**config.mk**
```make
export PLATFORM = sky130hd
export DESIGN_NAME = aob_top
export DESIGN_NICKNAME = d
export VERILOG_FILES = /design/src/aob_clken.v /design/src/aob_core.v /design/src/aob_top.v
export VERILOG_INCLUDE_DIRS = /design/src
export SDC_FILE = /design/constraint.sdc
export NUM_CORES = 2
export LEC_CHECK = 0
export ABC_AREA = 1
export BUFFER_PORTS_ARGS = -buffer_cell sky130_fd_sc_hd__buf_2
export CORE_AREA = 5 5 271 273
export CTS_CLUSTER_SIZE = 10
export DETAILED_ROUTE_END_ITERATION = 6
export DIE_AREA = 0 0 276 278
export GPL_TIMING_DRIVEN = 0
export PLACE_DENSITY = 0.57
export SYNTH_ARGS = -nofsm -noshare
export SYNTH_HDL_FRONTEND = slang
export SYNTH_SLANG_ARGS = --single-unit
export TNS_END_PERCENT = 20
```
**constraint.sdc**
```tcl
create_clock -name mclk -period 3.9 [get_ports mclk]
set_clock_uncertainty 0.05 [all_clocks]
set_input_delay 0.585 -clock mclk [delete_from_list [all_inputs] [get_ports mclk]]
set_output_delay 0.585 -clock mclk [all_outputs]
set_load 0.05 [all_outputs]
```
**src/aob_defines.vh**
```
// aob_defines.vh: constants shared by the off-chip bridge pair
// assumes inclusion by bare name from the same folder
`ifndef AOB_DEFINES_VH
`define AOB_DEFINES_VH
// register byte addresses
`define AOB_REG_CTRL      8'h00
`define AOB_REG_STATUS    8'h04
`define AOB_REG_MBASE     8'h08
`define AOB_REG_MMASK     8'h0c
`define AOB_REG_SBASE     8'h10
`define AOB_REG_SMASK     8'h14
// control fields
`define AOB_CTRL_MINCR    0
`define AOB_CTRL_SINCR    1
`define AOB_CTRL_ASYNC    2
`define AOB_CTRL_DIV_LO   3
`define AOB_CTRL_DIV_HI   5
`define AOB_CTRL_PASS     6
`define AOB_CTRL_MASK     32'h0000007f
// reset values
`define AOB_RST_CTRL      32'h00000000
`define AOB_RST_MBASE     32'h80000000
`define AOB_RST_MMASK     32'h80000000
`define AOB_RST_SBASE     32'h00000000
`define AOB_RST_SMASK     32'h00000000
// bridge mode codes
`define AOB_MODE_ASYNC    2'h0
`define AOB_MODE_N1       2'h1
`define AOB_MODE_1TO1     2'h2
`define AOB_MODE_PASS     2'h3
// ahb encodings
`define AOB_TR_IDLE       2'h0
`define AOB_TR_BUSY       2'h1
`define AOB_BU_SINGLE     3'h0
`define AOB_BU_INCR       3'h1
`define AOB_RSP_OKAY      2'h0
`define AOB_RSP_ERROR     2'h1
// axi responses
`define AOB_AXI_OKAY      2'h0
`define AOB_AXI_DECERR    2'h3
// mclk cycles a far data phase may wait before the bridge gives up
`define AOB_ACK_TIMEOUT   10'h3e8
`endif

```
**src/aob_clken.v**
```verilog
// aob_clken.v: off-chip clock edge finder, N:1 enable divider, mode decode
// assumes x_hclk is asynchronous to mclk and each phase lasts several mclk
`timescale 1ns/10ps
`include "aob_defines.vh"
module aob_clken (
   input  wire       mclk,
   input  wire       rst_n,
   input  wire       x_hclk,
   input  wire       async_mode_select,
   input  wire [2:0] offchip_clock_divider_select,
   input  wire       passthrough_select,
   output reg        off_en_r,
   output reg  [1:0] bridge_mode_code_r
);
   reg  [2:0] ck_r;      // [0] first stage, [1] settled, [2] previous
   reg  [2:0] div_cnt_r;
   reg  [1:0] mode_nxt;

   // mode priority: async, then divider, then pass-through
   always @* begin
      if (async_mode_select)
         mode_nxt = `AOB_MODE_ASYNC;
      else if (offchip_clock_divider_select != 3'h0)
         mode_nxt = `AOB_MODE_N1;
      else if (passthrough_select)
         mode_nxt = `AOB_MODE_PASS;
      else
         mode_nxt = `AOB_MODE_1TO1;
   end

   // off-chip edge strobe; divider gives N = field+1 on-chip edges
   always @(posedge mclk) begin
      if (!rst_n) begin
         ck_r               <= 3'h0;
         div_cnt_r          <= 3'h0;
         off_en_r           <= 1'b0;
         bridge_mode_code_r <= `AOB_MODE_1TO1;
      end else begin
         ck_r               <= {ck_r[1:0], x_hclk};
         bridge_mode_code_r <= mode_nxt;
         if (div_cnt_r >= offchip_clock_divider_select)
            div_cnt_r <= 3'h0;
         else
            div_cnt_r <= div_cnt_r + 3'h1;
         case (mode_nxt)
            `AOB_MODE_ASYNC: off_en_r <= ck_r[1] & ~ck_r[2];
            `AOB_MODE_N1:    off_en_r <= (div_cnt_r >= offchip_clock_divider_select);
            default:         off_en_r <= 1'b1;
         endcase
      end
   end
endmodule

```
**src/aob_core.v**
```verilog
// aob_core.v: one direction of the bridge, ahb slave side to ahb master side
// assumes src_en/dst_en mark the valid edges of each bus, both on mclk
`timescale 1ns/10ps
`include "aob_defines.vh"
module aob_core (
   input  wire        mclk,
   input  wire        rst_n,
   input  wire        src_en,
   input  wire        dst_en,
   input  wire        pass,
   input  wire        to_incr,
   input  wire        s_sel,
   input  wire [31:0] s_haddr,
   input  wire [1:0]  s_htrans,
   input  wire        s_hwrite,
   input  wire [2:0]  s_hsize,
   input  wire [2:0]  s_hburst,
   input  wire [31:0] s_hwdata,
   input  wire        s_hready_in,
   output wire        s_hready,
   output wire [1:0]  s_hresp,
   output wire [31:0] s_hrdata,
   output wire        s_own,
   output wire [31:0] m_haddr,
   output wire [1:0]  m_htrans,
   output wire        m_hwrite,
   output wire [2:0]  m_hsize,
   output wire [2:0]  m_hburst,
   output wire [31:0] m_hwdata,
   output wire        m_wr_oe,
   output wire        m_busreq,
   input  wire        m_hgrant,
   input  wire        m_hready,
   input  wire [1:0]  m_hresp,
   input  wire [31:0] m_hrdata,
   output wire        m_own,
   output wire        busy
);
   localparam ST_IDLE = 2'h0;
   localparam ST_ADDR = 2'h1;
   localparam ST_DATA = 2'h2;
   localparam ST_ERR  = 2'h3;

   reg [1:0]  st_r;
   reg [31:0] addr_r, wd_r, rd_r;
   reg [1:0]  tr_r, mtr_r, rsp_r;
   reg [2:0]  size_r, burst_r;
   reg        wr_r, wd_ok_r, rdy_r, own_r, mown_r, req_r, wroe_r;
   reg        pt_dph_r, pt_wr_r;
   reg [9:0]  tmo_r;
   wire       take;

   // fixed-length bursts become incr when override is set
   function [2:0] burst_map;
      input       ovr;
      input [2:0] b;
      begin
         burst_map = (ovr && b != `AOB_BU_SINGLE) ? `AOB_BU_INCR : b;
      end
   endfunction

   assign take = src_en & s_hready_in & s_sel & s_htrans[1] & (st_r == ST_IDLE);

   // pass-through joins the two sides without registers; only the pad enables come from pt_dph_r, pt_wr_r and mown_r
   assign s_hready = pass ? m_hready : rdy_r;
   assign s_hresp  = pass ? m_hresp  : rsp_r;
   assign s_hrdata = pass ? m_hrdata : rd_r;
   assign s_own    = pass ? pt_dph_r : own_r;
   assign m_haddr  = pass ? s_haddr  : addr_r;
   assign m_htrans = pass ? (s_sel ? s_htrans : `AOB_TR_IDLE) : mtr_r;
   assign m_hwrite = pass ? s_hwrite : wr_r;
   assign m_hsize  = pass ? s_hsize  : size_r;
   assign m_hburst = pass ? burst_map(to_incr, s_hburst) : burst_r;
   assign m_hwdata = pass ? s_hwdata : wd_r;
   assign m_wr_oe  = pass ? pt_wr_r  : wroe_r;
   assign m_busreq = pass ? (s_sel & s_htrans[1]) : req_r;
   assign m_own    = mown_r;
   assign busy     = (st_r != ST_IDLE);

   // transfer engine: one transfer is finished before the next is taken
   always @(posedge mclk) begin
      if (!rst_n) begin
         st_r <= ST_IDLE; addr_r <= 32'h0; wd_r <= 32'h0; rd_r <= 32'h0;
         tr_r <= `AOB_TR_IDLE; mtr_r <= `AOB_TR_IDLE; rsp_r <= `AOB_RSP_OKAY;
         size_r <= 3'h0; burst_r <= `AOB_BU_SINGLE; wr_r <= 1'b0;
         wd_ok_r <= 1'b0; rdy_r <= 1'b1; own_r <= 1'b0; mown_r <= 1'b0;
         req_r <= 1'b0; wroe_r <= 1'b0; pt_dph_r <= 1'b0; pt_wr_r <= 1'b0;
         tmo_r <= 10'h0;
      end else begin
         // bus ownership follows grant at each accepted far edge
         if (dst_en && m_hready)
            mown_r <= m_hgrant;
         if (s_hready_in)
            pt_dph_r <= s_sel & s_htrans[1];
         if (m_hready)
            pt_wr_r <= mown_r & s_hwrite & s_htrans[1] & s_sel;
         // write data follows its address by one source edge
         if (src_en && st_r != ST_IDLE && !wd_ok_r) begin
            wd_r    <= s_hwdata;
            wd_ok_r <= 1'b1;
         end
         case (st_r)
            ST_IDLE: begin
               if (src_en) begin
                  rsp_r <= `AOB_RSP_OKAY;
                  own_r <= take;
               end
               if (take) begin
                  addr_r  <= s_haddr;
                  tr_r    <= s_htrans;
                  mtr_r   <= s_hwrite ? `AOB_TR_IDLE : s_htrans;
                  wr_r    <= s_hwrite;
                  size_r  <= s_hsize;
                  burst_r <= burst_map(to_incr, s_hburst);
                  rdy_r   <= 1'b0;
                  wd_ok_r <= 1'b0;
                  req_r   <= 1'b1;
                  st_r    <= ST_ADDR;
               end
            end
            ST_ADDR: begin
               if (!mtr_r[1] && wd_ok_r)
                  mtr_r <= tr_r;
               else if (mtr_r[1] && dst_en && m_hready && mown_r) begin
                  // hold the far burst open with busy while the next beat is pending
                  mtr_r  <= (burst_r != `AOB_BU_SINGLE) ? `AOB_TR_BUSY : `AOB_TR_IDLE;
                  req_r  <= 1'b0;
                  wroe_r <= wr_r;
                  tmo_r  <= 10'h0;
                  st_r   <= ST_DATA;
               end
            end
            ST_DATA: begin
               tmo_r <= tmo_r + 10'h1;
               if (dst_en && m_hready) begin
                  rd_r   <= m_hrdata;
                  wroe_r <= 1'b0;
                  mtr_r  <= `AOB_TR_IDLE;
                  if (m_hresp != `AOB_RSP_OKAY) begin
                     rsp_r <= `AOB_RSP_ERROR;
                     st_r  <= ST_ERR;
                  end else begin
                     rdy_r <= 1'b1;
                     st_r  <= ST_IDLE;
                  end
               end else if (tmo_r == `AOB_ACK_TIMEOUT - 10'h1) begin
                  // no far acknowledge: abandon, leave no busy behind
                  wroe_r <= 1'b0;
                  mtr_r  <= `AOB_TR_IDLE;
                  rsp_r  <= `AOB_RSP_ERROR;
                  st_r   <= ST_ERR;
               end
            end
            ST_ERR: begin
               // second cycle of the two-cycle error answer
               if (src_en) begin
                  rdy_r <= 1'b1;
                  st_r  <= ST_IDLE;
               end
            end
            default: st_r <= ST_IDLE;
         endcase
      end
   end
endmodule

```
**src/aob_top.v**
```verilog
// aob_top.v: off-chip bridge pair with its axi4-lite configuration slave
// assumes on-chip buses run on mclk; all off-chip pins are asynchronous
`timescale 1ns/10ps
`include "aob_defines.vh"
// Function
// address passes unchanged, full 32 bits.
// answers only transfers in its decoded region.
// taken transfer re-issued far side; response returned.
// source stalled by wait states; far burst may carry busy.
// shared data pads driven only with write data.
// master pins tristated for external arbiter; request never tristated.
// override high: fixed bursts become incr.
// override low: fixed bursts pass; system must not split them.
// mode code: async 00, divider 01, 1:1 10, pass 11.
// 1:1 mode: on-chip clock alone, all paths registered.
// N:1 mode: enable marks off-chip edges.
// async mode: off-chip clock sampled, registered in both domains; code registers only on mclk, sampling x_hclk into ck_r.
// pass-through joins sides combinationally, no added cycles; code still passes off-chip inputs through the two-flop synchronizers.
// slave bridge decodes off-chip map, reaches on-chip slaves.
// slave bridge tristates its response pins.
// unacknowledged off-chip access ends in bus error.
// far errors returned unchanged; one transfer at a time.
module aob_top (
   input  wire        mclk,
   input  wire        rst_n,
   // axi4-lite configuration slave
   input  wire [7:0]  awaddr,
   input  wire        awvalid,
   output wire        awready,
   input  wire [31:0] wdata,
   input  wire [3:0]  wstrb,
   input  wire        wvalid,
   output wire        wready,
   output wire [1:0]  bresp,
   output wire        bvalid,
   input  wire        bready,
   input  wire [7:0]  araddr,
   input  wire        arvalid,
   output wire        arready,
   output wire [31:0] rdata,
   output wire [1:0]  rresp,
   output wire        rvalid,
   input  wire        rready,
   // off-chip bus clock
   input  wire        x_hclk,
   // master bridge, on-chip ahb slave side
   input  wire        ms_hsel,
   input  wire [31:0] ms_haddr,
   input  wire [1:0]  ms_htrans,
   input  wire        ms_hwrite,
   input  wire [2:0]  ms_hsize,
   input  wire [2:0]  ms_hburst,
   input  wire [31:0] ms_hwdata,
   input  wire        ms_hready_in,
   output wire        ms_hready,
   output wire [1:0]  ms_hresp,
   output wire [31:0] ms_hrdata,
   // master bridge, off-chip ahb master pins
   output wire [31:0] mx_haddr,
   output wire [1:0]  mx_htrans,
   output wire        mx_hwrite,
   output wire [2:0]  mx_hsize,
   output wire [2:0]  mx_hburst,
   output wire        mx_ctl_oe,
   input  wire [31:0] mx_hd_in,
   output wire [31:0] mx_hd_out,
   output wire        mx_hd_oe,
   output wire        mx_hbusreq,
   input  wire        mx_hgrant,
   input  wire        mx_hready,
   input  wire [1:0]  mx_hresp,
   // slave bridge, off-chip ahb slave pins
   input  wire        sx_hsel,
   input  wire [31:0] sx_haddr,
   input  wire [1:0]  sx_htrans,
   input  wire        sx_hwrite,
   input  wire [2:0]  sx_hsize,
   input  wire [2:0]  sx_hburst,
   input  wire [31:0] sx_hwdata,
   input  wire        sx_hready_in,
   output wire        sx_hready,
   output wire [1:0]  sx_hresp,
   output wire [31:0] sx_hrdata,
   output wire        sx_resp_oe,
   // slave bridge, on-chip ahb master side
   output wire [31:0] sm_haddr,
   output wire [1:0]  sm_htrans,
   output wire        sm_hwrite,
   output wire [2:0]  sm_hsize,
   output wire [2:0]  sm_hburst,
   output wire [31:0] sm_hwdata,
   input  wire        sm_hready,
   input  wire [1:0]  sm_hresp,
   input  wire [31:0] sm_hrdata,
   // current clocking mode
   output wire [1:0]  bridge_mode_code
);
   localparam SYN_W = 111;

   reg  [31:0] ctrl_r, mbase_r, mmask_r, sbase_r, smask_r;
   reg  [7:0]  wa_r;
   reg  [31:0] wd_r;
   reg  [3:0]  ws_r;
   reg         awready_r, wready_r, bvalid_r, arready_r, rvalid_r;
   reg  [1:0]  bresp_r, rresp_r;
   reg  [31:0] rdata_r, rd_mux;
   wire [SYN_W-1:0] syn_raw, syn_q;
   wire [31:0] mq_hd, sq_haddr, sq_hwdata;
   wire [1:0]  mq_hresp, sq_htrans, mode;
   wire [2:0]  sq_hsize, sq_hburst;
   wire        mq_hready, mq_hgrant, sq_hsel, sq_hwrite, sq_hready_in;
   wire        off_en, pass, m_busy, s_busy, ms_sel, sx_sel;

   // byte-lane merge for register writes
   function [31:0] merge;
      input [31:0] old;
      input [31:0] nw;
      input [3:0]  strb;
      integer i;
      begin
         merge = old;
         for (i = 0; i < 4; i = i + 1)
            if (strb[i])
               merge[i*8 +: 8] = nw[i*8 +: 8];
      end
   endfunction

   // mapped, word-aligned register address
   function reg_ok;
      input [7:0] a;
      begin
         reg_ok = (a == `AOB_REG_CTRL)  || (a == `AOB_REG_STATUS) ||
                  (a == `AOB_REG_MBASE) || (a == `AOB_REG_MMASK)  ||
                  (a == `AOB_REG_SBASE) || (a == `AOB_REG_SMASK);
      end
   endfunction

   // address falls in a bridge window
   function region_hit;
      input [31:0] a;
      input [31:0] base;
      input [31:0] mask;
      begin
         region_hit = ((a & mask) == (base & mask));
      end
   endfunction

   // every off-chip input passes two flops before use
   assign syn_raw = {mx_hd_in, mx_hready, mx_hresp, mx_hgrant, sx_hsel, sx_haddr, sx_htrans,
                     sx_hwrite, sx_hsize, sx_hburst, sx_hwdata, sx_hready_in};
   genvar gi;
   generate
      for (gi = 0; gi < SYN_W; gi = gi + 1) begin : g_syn
         reg meta_r;
         reg q_r;
         always @(posedge mclk) begin
            if (!rst_n) begin
               meta_r <= 1'b0;
               q_r    <= 1'b0;
            end else begin
               meta_r <= syn_raw[gi];
               q_r    <= meta_r;
            end
         end
         assign syn_q[gi] = q_r;
      end
   endgenerate
   assign {mq_hd, mq_hready, mq_hresp, mq_hgrant, sq_hsel, sq_haddr, sq_htrans,
           sq_hwrite, sq_hsize, sq_hburst, sq_hwdata, sq_hready_in} = syn_q;

   // region decode for both bridges
   assign ms_sel = ms_hsel & region_hit(ms_haddr, mbase_r, mmask_r);
   assign sx_sel = sq_hsel & region_hit(sq_haddr, sbase_r, smask_r);
   assign pass   = (mode == `AOB_MODE_PASS);
   assign bridge_mode_code = mode;

   aob_clken u_clken (
      .mclk                         (mclk),
      .rst_n                        (rst_n),
      .x_hclk                       (x_hclk),
      .async_mode_select            (ctrl_r[`AOB_CTRL_ASYNC]),
      .offchip_clock_divider_select (ctrl_r[`AOB_CTRL_DIV_HI:`AOB_CTRL_DIV_LO]),
      .passthrough_select           (ctrl_r[`AOB_CTRL_PASS]),
      .off_en_r                     (off_en),
      .bridge_mode_code_r           (mode)
   );

   // on-chip masters out to off-chip slaves; far side paced by off_en
   aob_core u_mbr (
      .mclk        (mclk),
      .rst_n       (rst_n),
      .src_en      (1'b1),
      .dst_en      (off_en),
      .pass        (pass),
      .to_incr     (ctrl_r[`AOB_CTRL_MINCR]),
      .s_sel       (ms_sel),
      .s_haddr     (ms_haddr),
      .s_htrans    (ms_htrans),
      .s_hwrite    (ms_hwrite),
      .s_hsize     (ms_hsize),
      .s_hburst    (ms_hburst),
      .s_hwdata    (ms_hwdata),
      .s_hready_in (ms_hready_in),
      .s_hready    (ms_hready),
      .s_hresp     (ms_hresp),
      .s_hrdata    (ms_hrdata),
      .s_own       (),
      .m_haddr     (mx_haddr),
      .m_htrans    (mx_htrans),
      .m_hwrite    (mx_hwrite),
      .m_hsize     (mx_hsize),
      .m_hburst    (mx_hburst),
      .m_hwdata    (mx_hd_out),
      .m_wr_oe     (mx_hd_oe),
      .m_busreq    (mx_hbusreq),
      .m_hgrant    (mq_hgrant),
      .m_hready    (mq_hready),
      .m_hresp     (mq_hresp),
      .m_hrdata    (mq_hd),
      .m_own       (mx_ctl_oe),
      .busy        (m_busy)
   );

   // off-chip masters in to on-chip slaves; source side paced by off_en
   aob_core u_sbr (
      .mclk        (mclk),
      .rst_n       (rst_n),
      .src_en      (off_en),
      .dst_en      (1'b1),
      .pass        (pass),
      .to_incr     (ctrl_r[`AOB_CTRL_SINCR]),
      .s_sel       (sx_sel),
      .s_haddr     (sq_haddr),
      .s_htrans    (sq_htrans),
      .s_hwrite    (sq_hwrite),
      .s_hsize     (sq_hsize),
      .s_hburst    (sq_hburst),
      .s_hwdata    (sq_hwdata),
      .s_hready_in (sq_hready_in),
      .s_hready    (sx_hready),
      .s_hresp     (sx_hresp),
      .s_hrdata    (sx_hrdata),
      .s_own       (sx_resp_oe),
      .m_haddr     (sm_haddr),
      .m_htrans    (sm_htrans),
      .m_hwrite    (sm_hwrite),
      .m_hsize     (sm_hsize),
      .m_hburst    (sm_hburst),
      .m_hwdata    (sm_hwdata),
      .m_wr_oe     (),
      .m_busreq    (),
      .m_hgrant    (1'b1),
      .m_hready    (sm_hready),
      .m_hresp     (sm_hresp),
      .m_hrdata    (sm_hrdata),
      .m_own       (),
      .busy        (s_busy)
   );

   // read mux; status shows mode and both engines
   always @* begin
      case (araddr)
         `AOB_REG_CTRL:   rd_mux = ctrl_r;
         `AOB_REG_STATUS: rd_mux = {28'h0, s_busy, m_busy, mode};
         `AOB_REG_MBASE:  rd_mux = mbase_r;
         `AOB_REG_MMASK:  rd_mux = mmask_r;
         `AOB_REG_SBASE:  rd_mux = sbase_r;
         `AOB_REG_SMASK:  rd_mux = smask_r;
         default:         rd_mux = 32'h0;
      endcase
   end

   assign awready = awready_r;
   assign wready  = wready_r;
   assign bvalid  = bvalid_r;
   assign bresp   = bresp_r;
   assign arready = arready_r;
   assign rvalid  = rvalid_r;
   assign rdata   = rdata_r;
   assign rresp   = rresp_r;

   // axi4-lite slave: address and data taken in any order, one write at a time
   always @(posedge mclk) begin
      if (!rst_n) begin
         ctrl_r    <= `AOB_RST_CTRL;
         mbase_r   <= `AOB_RST_MBASE;
         mmask_r   <= `AOB_RST_MMASK;
         sbase_r   <= `AOB_RST_SBASE;
         smask_r   <= `AOB_RST_SMASK;
         wa_r      <= 8'h0;
         wd_r      <= 32'h0;
         ws_r      <= 4'h0;
         awready_r <= 1'b1;
         wready_r  <= 1'b1;
         bvalid_r  <= 1'b0;
         bresp_r   <= `AOB_AXI_OKAY;
         arready_r <= 1'b1;
         rvalid_r  <= 1'b0;
         rdata_r   <= 32'h0;
         rresp_r   <= `AOB_AXI_OKAY;
      end else begin
         if (awready_r && awvalid) begin
            wa_r      <= awaddr;
            awready_r <= 1'b0;
         end
         if (wready_r && wvalid) begin
            wd_r     <= wdata;
            ws_r     <= wstrb;
            wready_r <= 1'b0;
         end
         if (!awready_r && !wready_r && !bvalid_r) begin
            bvalid_r <= 1'b1;
            bresp_r  <= reg_ok(wa_r) ? `AOB_AXI_OKAY : `AOB_AXI_DECERR;
            // mode changes take effect at once; software should wait for idle
            case (wa_r)
               `AOB_REG_CTRL:  ctrl_r  <= merge(ctrl_r, wd_r, ws_r) & `AOB_CTRL_MASK;
               `AOB_REG_MBASE: mbase_r <= merge(mbase_r, wd_r, ws_r);
               `AOB_REG_MMASK: mmask_r <= merge(mmask_r, wd_r, ws_r);
               `AOB_REG_SBASE: sbase_r <= merge(sbase_r, wd_r, ws_r);
               `AOB_REG_SMASK: smask_r <= merge(smask_r, wd_r, ws_r);
               default:        ctrl_r  <= ctrl_r;
            endcase
         end else if (bvalid_r && bready) begin
            bvalid_r  <= 1'b0;
            awready_r <= 1'b1;
            wready_r  <= 1'b1;
         end
         if (arready_r && arvalid) begin
            arready_r <= 1'b0;
            rvalid_r  <= 1'b1;
            rdata_r   <= rd_mux;
            rresp_r   <= reg_ok(araddr) ? `AOB_AXI_OKAY : `AOB_AXI_DECERR;
         end else if (rvalid_r && rready) begin
            rvalid_r  <= 1'b0;
            arready_r <= 1'b1;
         end
      end
   end
endmodule

```
After elaboration in Yosys (flattened, before gate mapping) --
Index checks and enable logic that the tools add are counted.
Word-level totals: logic and storage cells 562, output and inout port bits 263, register bits after elaboration 704
Operators by class: add/subtract/negate cells 3, bitwise operators 21, order comparisons 1, mux-type cells 113, equal/unequal tests 40, reduce and logical (&&, ||, !) cells 97
Operators by type and width (count):
- $mux 32 | 6
- $pmux 32 s6 | 1
- $and 32x32->32 | 4
- $mux 2 | 41
- $eq 32x32->1 | 2
- $reduce_and 3->1 | 20
- $mux 1 | 42
- $mux 10 | 4
- $pmux 10 s2 | 2
- $eq 8x4->1 const B | 4
- $eq 8x5->1 const B | 4
- $reduce_and 4->1 | 7
- $reduce_bool 3->1 | 9
- $reduce_bool 2->1 | 11
- $add 10x1->10 const B | 2
- $eq 10x10->1 const B | 2
- $logic_and 1x1->1 | 20
- $mux 3 | 6
- $eq 8x3->1 const B | 2
- $logic_not 8->1 | 2
- $pmux 2 s4 | 2
- $and 1x1->1 | 15
- $ne 2x2->1 const B | 7
- $pmux 2 s3 | 2
- 18 further kinds | 58

Logic depth before layout (Yosys ltp) --
depth in word-level cells 8, gate-level depth with buffers 15, mapped depth without buffers 14

Hierarchy --
From an unflattened synthesis, not the netlist that was laid out.
Unflattened totals: cells, all modules 3946, area total of the unflattened synthesis 28637.5 µm²
By module, submodules not included:
- aob_top | area an instance 15859.0 µm², cells an instance 2016, seq. area each 8808.4 µm², instances 1
- aob_core | area an instance 6199.7 µm², cells an instance 941, seq. area each 2562.5 µm², instances 2
- aob_clken | area an instance 379.1 µm², cells an instance 48, seq. area each 180.2 µm², instances 1

Least setup slack after synthesis --
No wires, ideal clock.
path type register -> output, start point reg u_clken.bridge_mode_code_r[1], end point out mx_htrans[0], arrival time 2464 ps, data required time 3265 ps, setup slack 801 ps, buffers on the path 1, cell stages (with the launch flop) 6, cells stage by stage dfxtp_1 -> nand2_1 -> inv_1 -> clkbuf_1 -> nand2_1 -> o21ai_0
Between the ends: longest elaborated chain between the ends 2
Ends and longest elaborated chain:
- start, declared | RTL line aob_clken.v:13 | output reg [1:0] bridge_mode_code_r
- start signal, assigned | RTL line aob_clken.v:37 | bridge_mode_code_r <= `AOB_MODE_1TO1;
- start signal, assigned | RTL line aob_clken.v:40 | bridge_mode_code_r <= mode_nxt;
- $eq 2x2->1 (no source line)
- $mux 2 | RTL line aob_core.v:70 | assign m_htrans = pass ? (s_sel ? s_htrans : `AOB_TR_IDLE) : mtr_r;
- end, declared | RTL line aob_top.v:60 | output wire [1:0] mx_htrans,
Every way passes these cells.

Worst setup path after layout --
start point reg u_clken.bridge_mode_code_r[0], end point out sm_htrans[0]
Between the ends: longest elaborated chain between the ends 2
Ends and longest elaborated chain:
- $eq 2x2->1 (no source line)
- $mux 2 | RTL line aob_core.v:70
- end, declared | RTL line aob_top.v:87 | output wire [1:0] sm_htrans,
Every way passes these cells.

==> run_results.csv <==
group,metric,value,unit
run_status,status,"finished, final reports clean",
global_routing,overflow,0,
routing,via_count,26900,
power_and_ir_drop,p_clk_share,37.9,%
die,fp.dieW,276,um
synthesis,synth_cell_type_count,45,
critical_path,r2r.worst_path.cells,6,
routing,wl_per_cell,19.1,um
critical_path,startpoint_type,"flop",
power_and_ir_drop,p_per_area,540,nW/um^2
sta,worst_pin_slew,1.27,ns
power_and_ir_drop,total_power,0.0185,W
power_and_ir_drop,power.share.switching,32.2,%
clock_network,htreeDepth,3,
critical_path,cp-end-kind,"output pin",
finish,finalInstanceArea,34300,um^2
sta,setup_ws,0.124,ns
placement,place_area,31900,um^2
clock_network,hold_buffers,0,
synthesis,ys_top_cells_by_area,"dfxtp_1 (50%), nand2_1 (11%), o21ai_0 (10%), inv_1 (8.6%), a21oi_1 (6.3%)",
critical_path,cp_max_fo,10,
sta,maxSlewViolCount,0,
finish,nets,4829,
die,die_h,278,um
critical_path,r2r_slack,0.91,ns
synthesis,yosysWarnings,0,
power_and_ir_drop,combPwrFrac,19.2,%
placement,dp.cells,5400,
critical_path,criticalPathCategory,"flop to output pin",
routing,drc,0,
die,core-area,70900,um^2
routing,ant_nets,0,
hold_path,hold_depth,3,
clock_network,cts.clk_slew.worst_paths,0.05,ns
routing,drtIter0Drc,1986,
critical_path,r2r_start,"bvalid$_SDFFE_PN0P_",
power_and_ir_drop,p_int,0.0125,W
sta,rsz0062_at_grt,"no",
synthesis,post-synth-top-area-cell,"dfxtp_1",
sta,min_period_over_period,96.8,%
die,start_util,39.5,%
power_and_ir_drop,power_leakage,16.0,nW
sta,hold_slack,0.0859,ns
clock_network,cts_root_buf,"clkbuf_16",
clock_network,cts_resized,6,
global_routing,antenna_found_initial,16,
finish,final_cells,5512,
sta,fin_crit,3.78,ns
critical_path,r2r_end,"ctrl_r[0]$_SDFFE_PN0P_",
clock_network,cts_buffers,82,
sta,fmax,0.265,GHz
power_and_ir_drop,power_frac_seq,42.9,%
finish,synthToLayoutAreaGrowth,22.4,%
finish,drive_gt1_share,15.2,%
sta,finalHoldViolCount,0,
hold_path,hold_path.class,"primary input to flop",
die,ios,544,
global_routing,grt_pass1_wl,156000,um
synthesis,ys_seq_area_share,50.0,%
clock_network,cts_setup_buffers,0,
placement,place.gp.congestion,0.911,
power_and_ir_drop,power.switching,0.00596,W
critical_path,cp.arrival,3.14,ns
die,rows,98,
routing,routed_wl,105000,um
synthesis,synth-seq-cells,700,
die,dieArea,76700,um^2
routing,drtPass1Iterations,5,
synthesis,syn_area,28000,um^2
clock_network,cts.sinks,700,
placement,place.detailed.hpwl,81100,um
clock_network,cts_tree,"done",
placement,io_buffers,542,
synthesis,yosys.area.top_type_share,50.0,%
global_routing,grt_pass1_vias,25300,
critical_path,required,3.26,ns
routing,via_per_inst,4.88,
hold_path,min_to,"g_syn[43].meta_r$_SDFF_PN0_",
placement,dp_worst_setup_slack,0.0933,ns
job,maxCapViolations,0,
clock_network,clk_latency,0.63,ns
finish,num-fill-cells,7387,
clock_network,cts_max_path_buffers,3,
synthesis,syn_inst,3907,
global_routing,grt_start_max_net_pins,13,
synthesis,synth_nets,4202,
synthesis,synth.avg_cell_area,7.17,um^2
sta,relSlewSlack,15.6,%
hold_path,min_from,"sx_haddr[1]",
sta,setup_viol,0,
power_and_ir_drop,worst_ir_drop_vdd,714,uV
global_routing,grt_usage,26.2,%
critical path: stages, from the launching register on:
cell	delay [ns]
dfxtp_1	0.32
nand2_1	0.29
inv_1	0.14
clkbuf_2	0.38
clkbuf_2	0.43
o22ai_1	0.56
buf_2	0.37
cell usage after synthesis (all sizes together):
cell type and instances:
and2 1, o22ai 62, clkinv 3, a31o 2
o211ai 6, buf 27, a2bb2oi 1, o21ai 597
clkbuf 178, xnor2 2, xor2 1, nand4 16
nor3b 5, nor2 385, inv 641, a31oi 7
nor4 5, o31ai 4, ha 14, nand2 805
a211oi 3, nand3 55, a311oi 2, a21oi 355
a21o 1, o21a 2, or2 3, a221oi 4
nor3 20, dfxtp 700
through the flow:
stage               setup TNS [ns]  util [%]
CTS                              0      48.3
finish                           0      48.4
global placement             -8.44      45.0
detailed placement               0      45.0
floorplan                        0         -
global route                     0      48.3
routing by layer:
layer,part of all wire (%),track usage [%],vias up
met4,2.5,7.04,12
met2,46,43.7,966
met3,7.8,5.93,158
met1,43,34.6,12200
li1,-,-,13500
met5,0.065,0,-
power groups by stage:
stage	clock network [W]	registers [W]	logic, W
global placement	0	0.00807	0.00354
CTS	0.00714	0.00793	0.00357
finish	0.00701	0.00794	0.00356
floorplan	0	0.00802	0.00245
global route	0.00744	0.00799	0.00388
detailed placement	0	0.00808	0.00355
kinds of logic after synthesis:
logic type,Yosys count,share of synthesized area (%)
and+or+nand+nor,1295,18.4
AOI/OAI and AO/OA,1046,19.3
buffers and inverters,849,11.6
DFF,700,50.0
adders and majority gates,14,0.626
xor gates and xnor gates,3,0.0939
cells in the final DEF (no fill, tap or decap), types with 5 or more instances in the layout:
cell type and count:
a31oi_1 7, clkbuf_2 8, buf_1 8, nor3_1 18
dfxtp_1 700, o211ai_1 6, nand2_1 804, nor2_2 5
o21ai_0 576, clkbuf_8 5, clkbuf_1 183, o22ai_1 62
inv_1 639, o21ai_1 20, clkbuf_16 83, nand3_1 53
buf_2 554, a21oi_1 355, nand4_1 13, nor2_1 376
ha_1 14
sequential cells by signal (all words and copies together), names as in the netlist, 7 cells and up:
register and flops:
ctrl_r 7, g_syn.meta_r 111, g_syn.q_r 111, mbase_r 32
mmask_r 32, rdata 32, sbase_r 32, smask_r 32
u_mbr.addr_r 32, u_mbr.rd_r 32, u_mbr.tmo_r 10, u_mbr.wd_r 32
u_sbr.addr_r 32, u_sbr.rd_r 32, u_sbr.tmo_r 10, u_sbr.wd_r 32
wa_r 8, wd_r 32
worst max-delay path by stage:
stage / start / to / slack (ns) / depth (start not counted)
CTS: u_clken.bridge_mode_code_r[0]$_SDFF_PN0_ / sm_htrans[0] / 0.07 / 6
floorplan: u_clken.bridge_mode_code_r[1]$_SDFF_PN1_ / mx_htrans[0] / 0.80 / 5
global route: u_clken.bridge_mode_code_r[0]$_SDFF_PN0_ / sm_haddr[1] / 0.008 / 7
finish: u_clken.bridge_mode_code_r[0]$_SDFF_PN0_ / sm_htrans[0] / 0.12 / 6
detailed placement: u_clken.bridge_mode_code_r[0]$_SDFF_PN0_ / sm_htrans[0] / 0.09 / 6
global placement: araddr[5] / rdata[31]$_SDFFE_PN0P_ / -0.53 / 7
area by class of cell:
type / instances / area [um^2] / share of cell area (%)
Antenna cell: 3 / 7.51 / 0.0219
Buffer: 205 / 836 / 2.44
Clock buffer: 101 / 2190 / 6.40
Clock inverter: 8 / 150 / 0.438
Inverter: 644 / 2420 / 7.05
Multi-Input combinational cell: 2358 / 10700 / 31.4
Sequential cell: 700 / 14000 / 40.9
Tap cell: 950 / 1190 / 3.47
Timing Repair Buffer: 543 / 2720 / 7.94
Power figures use the tool's default switching activity.
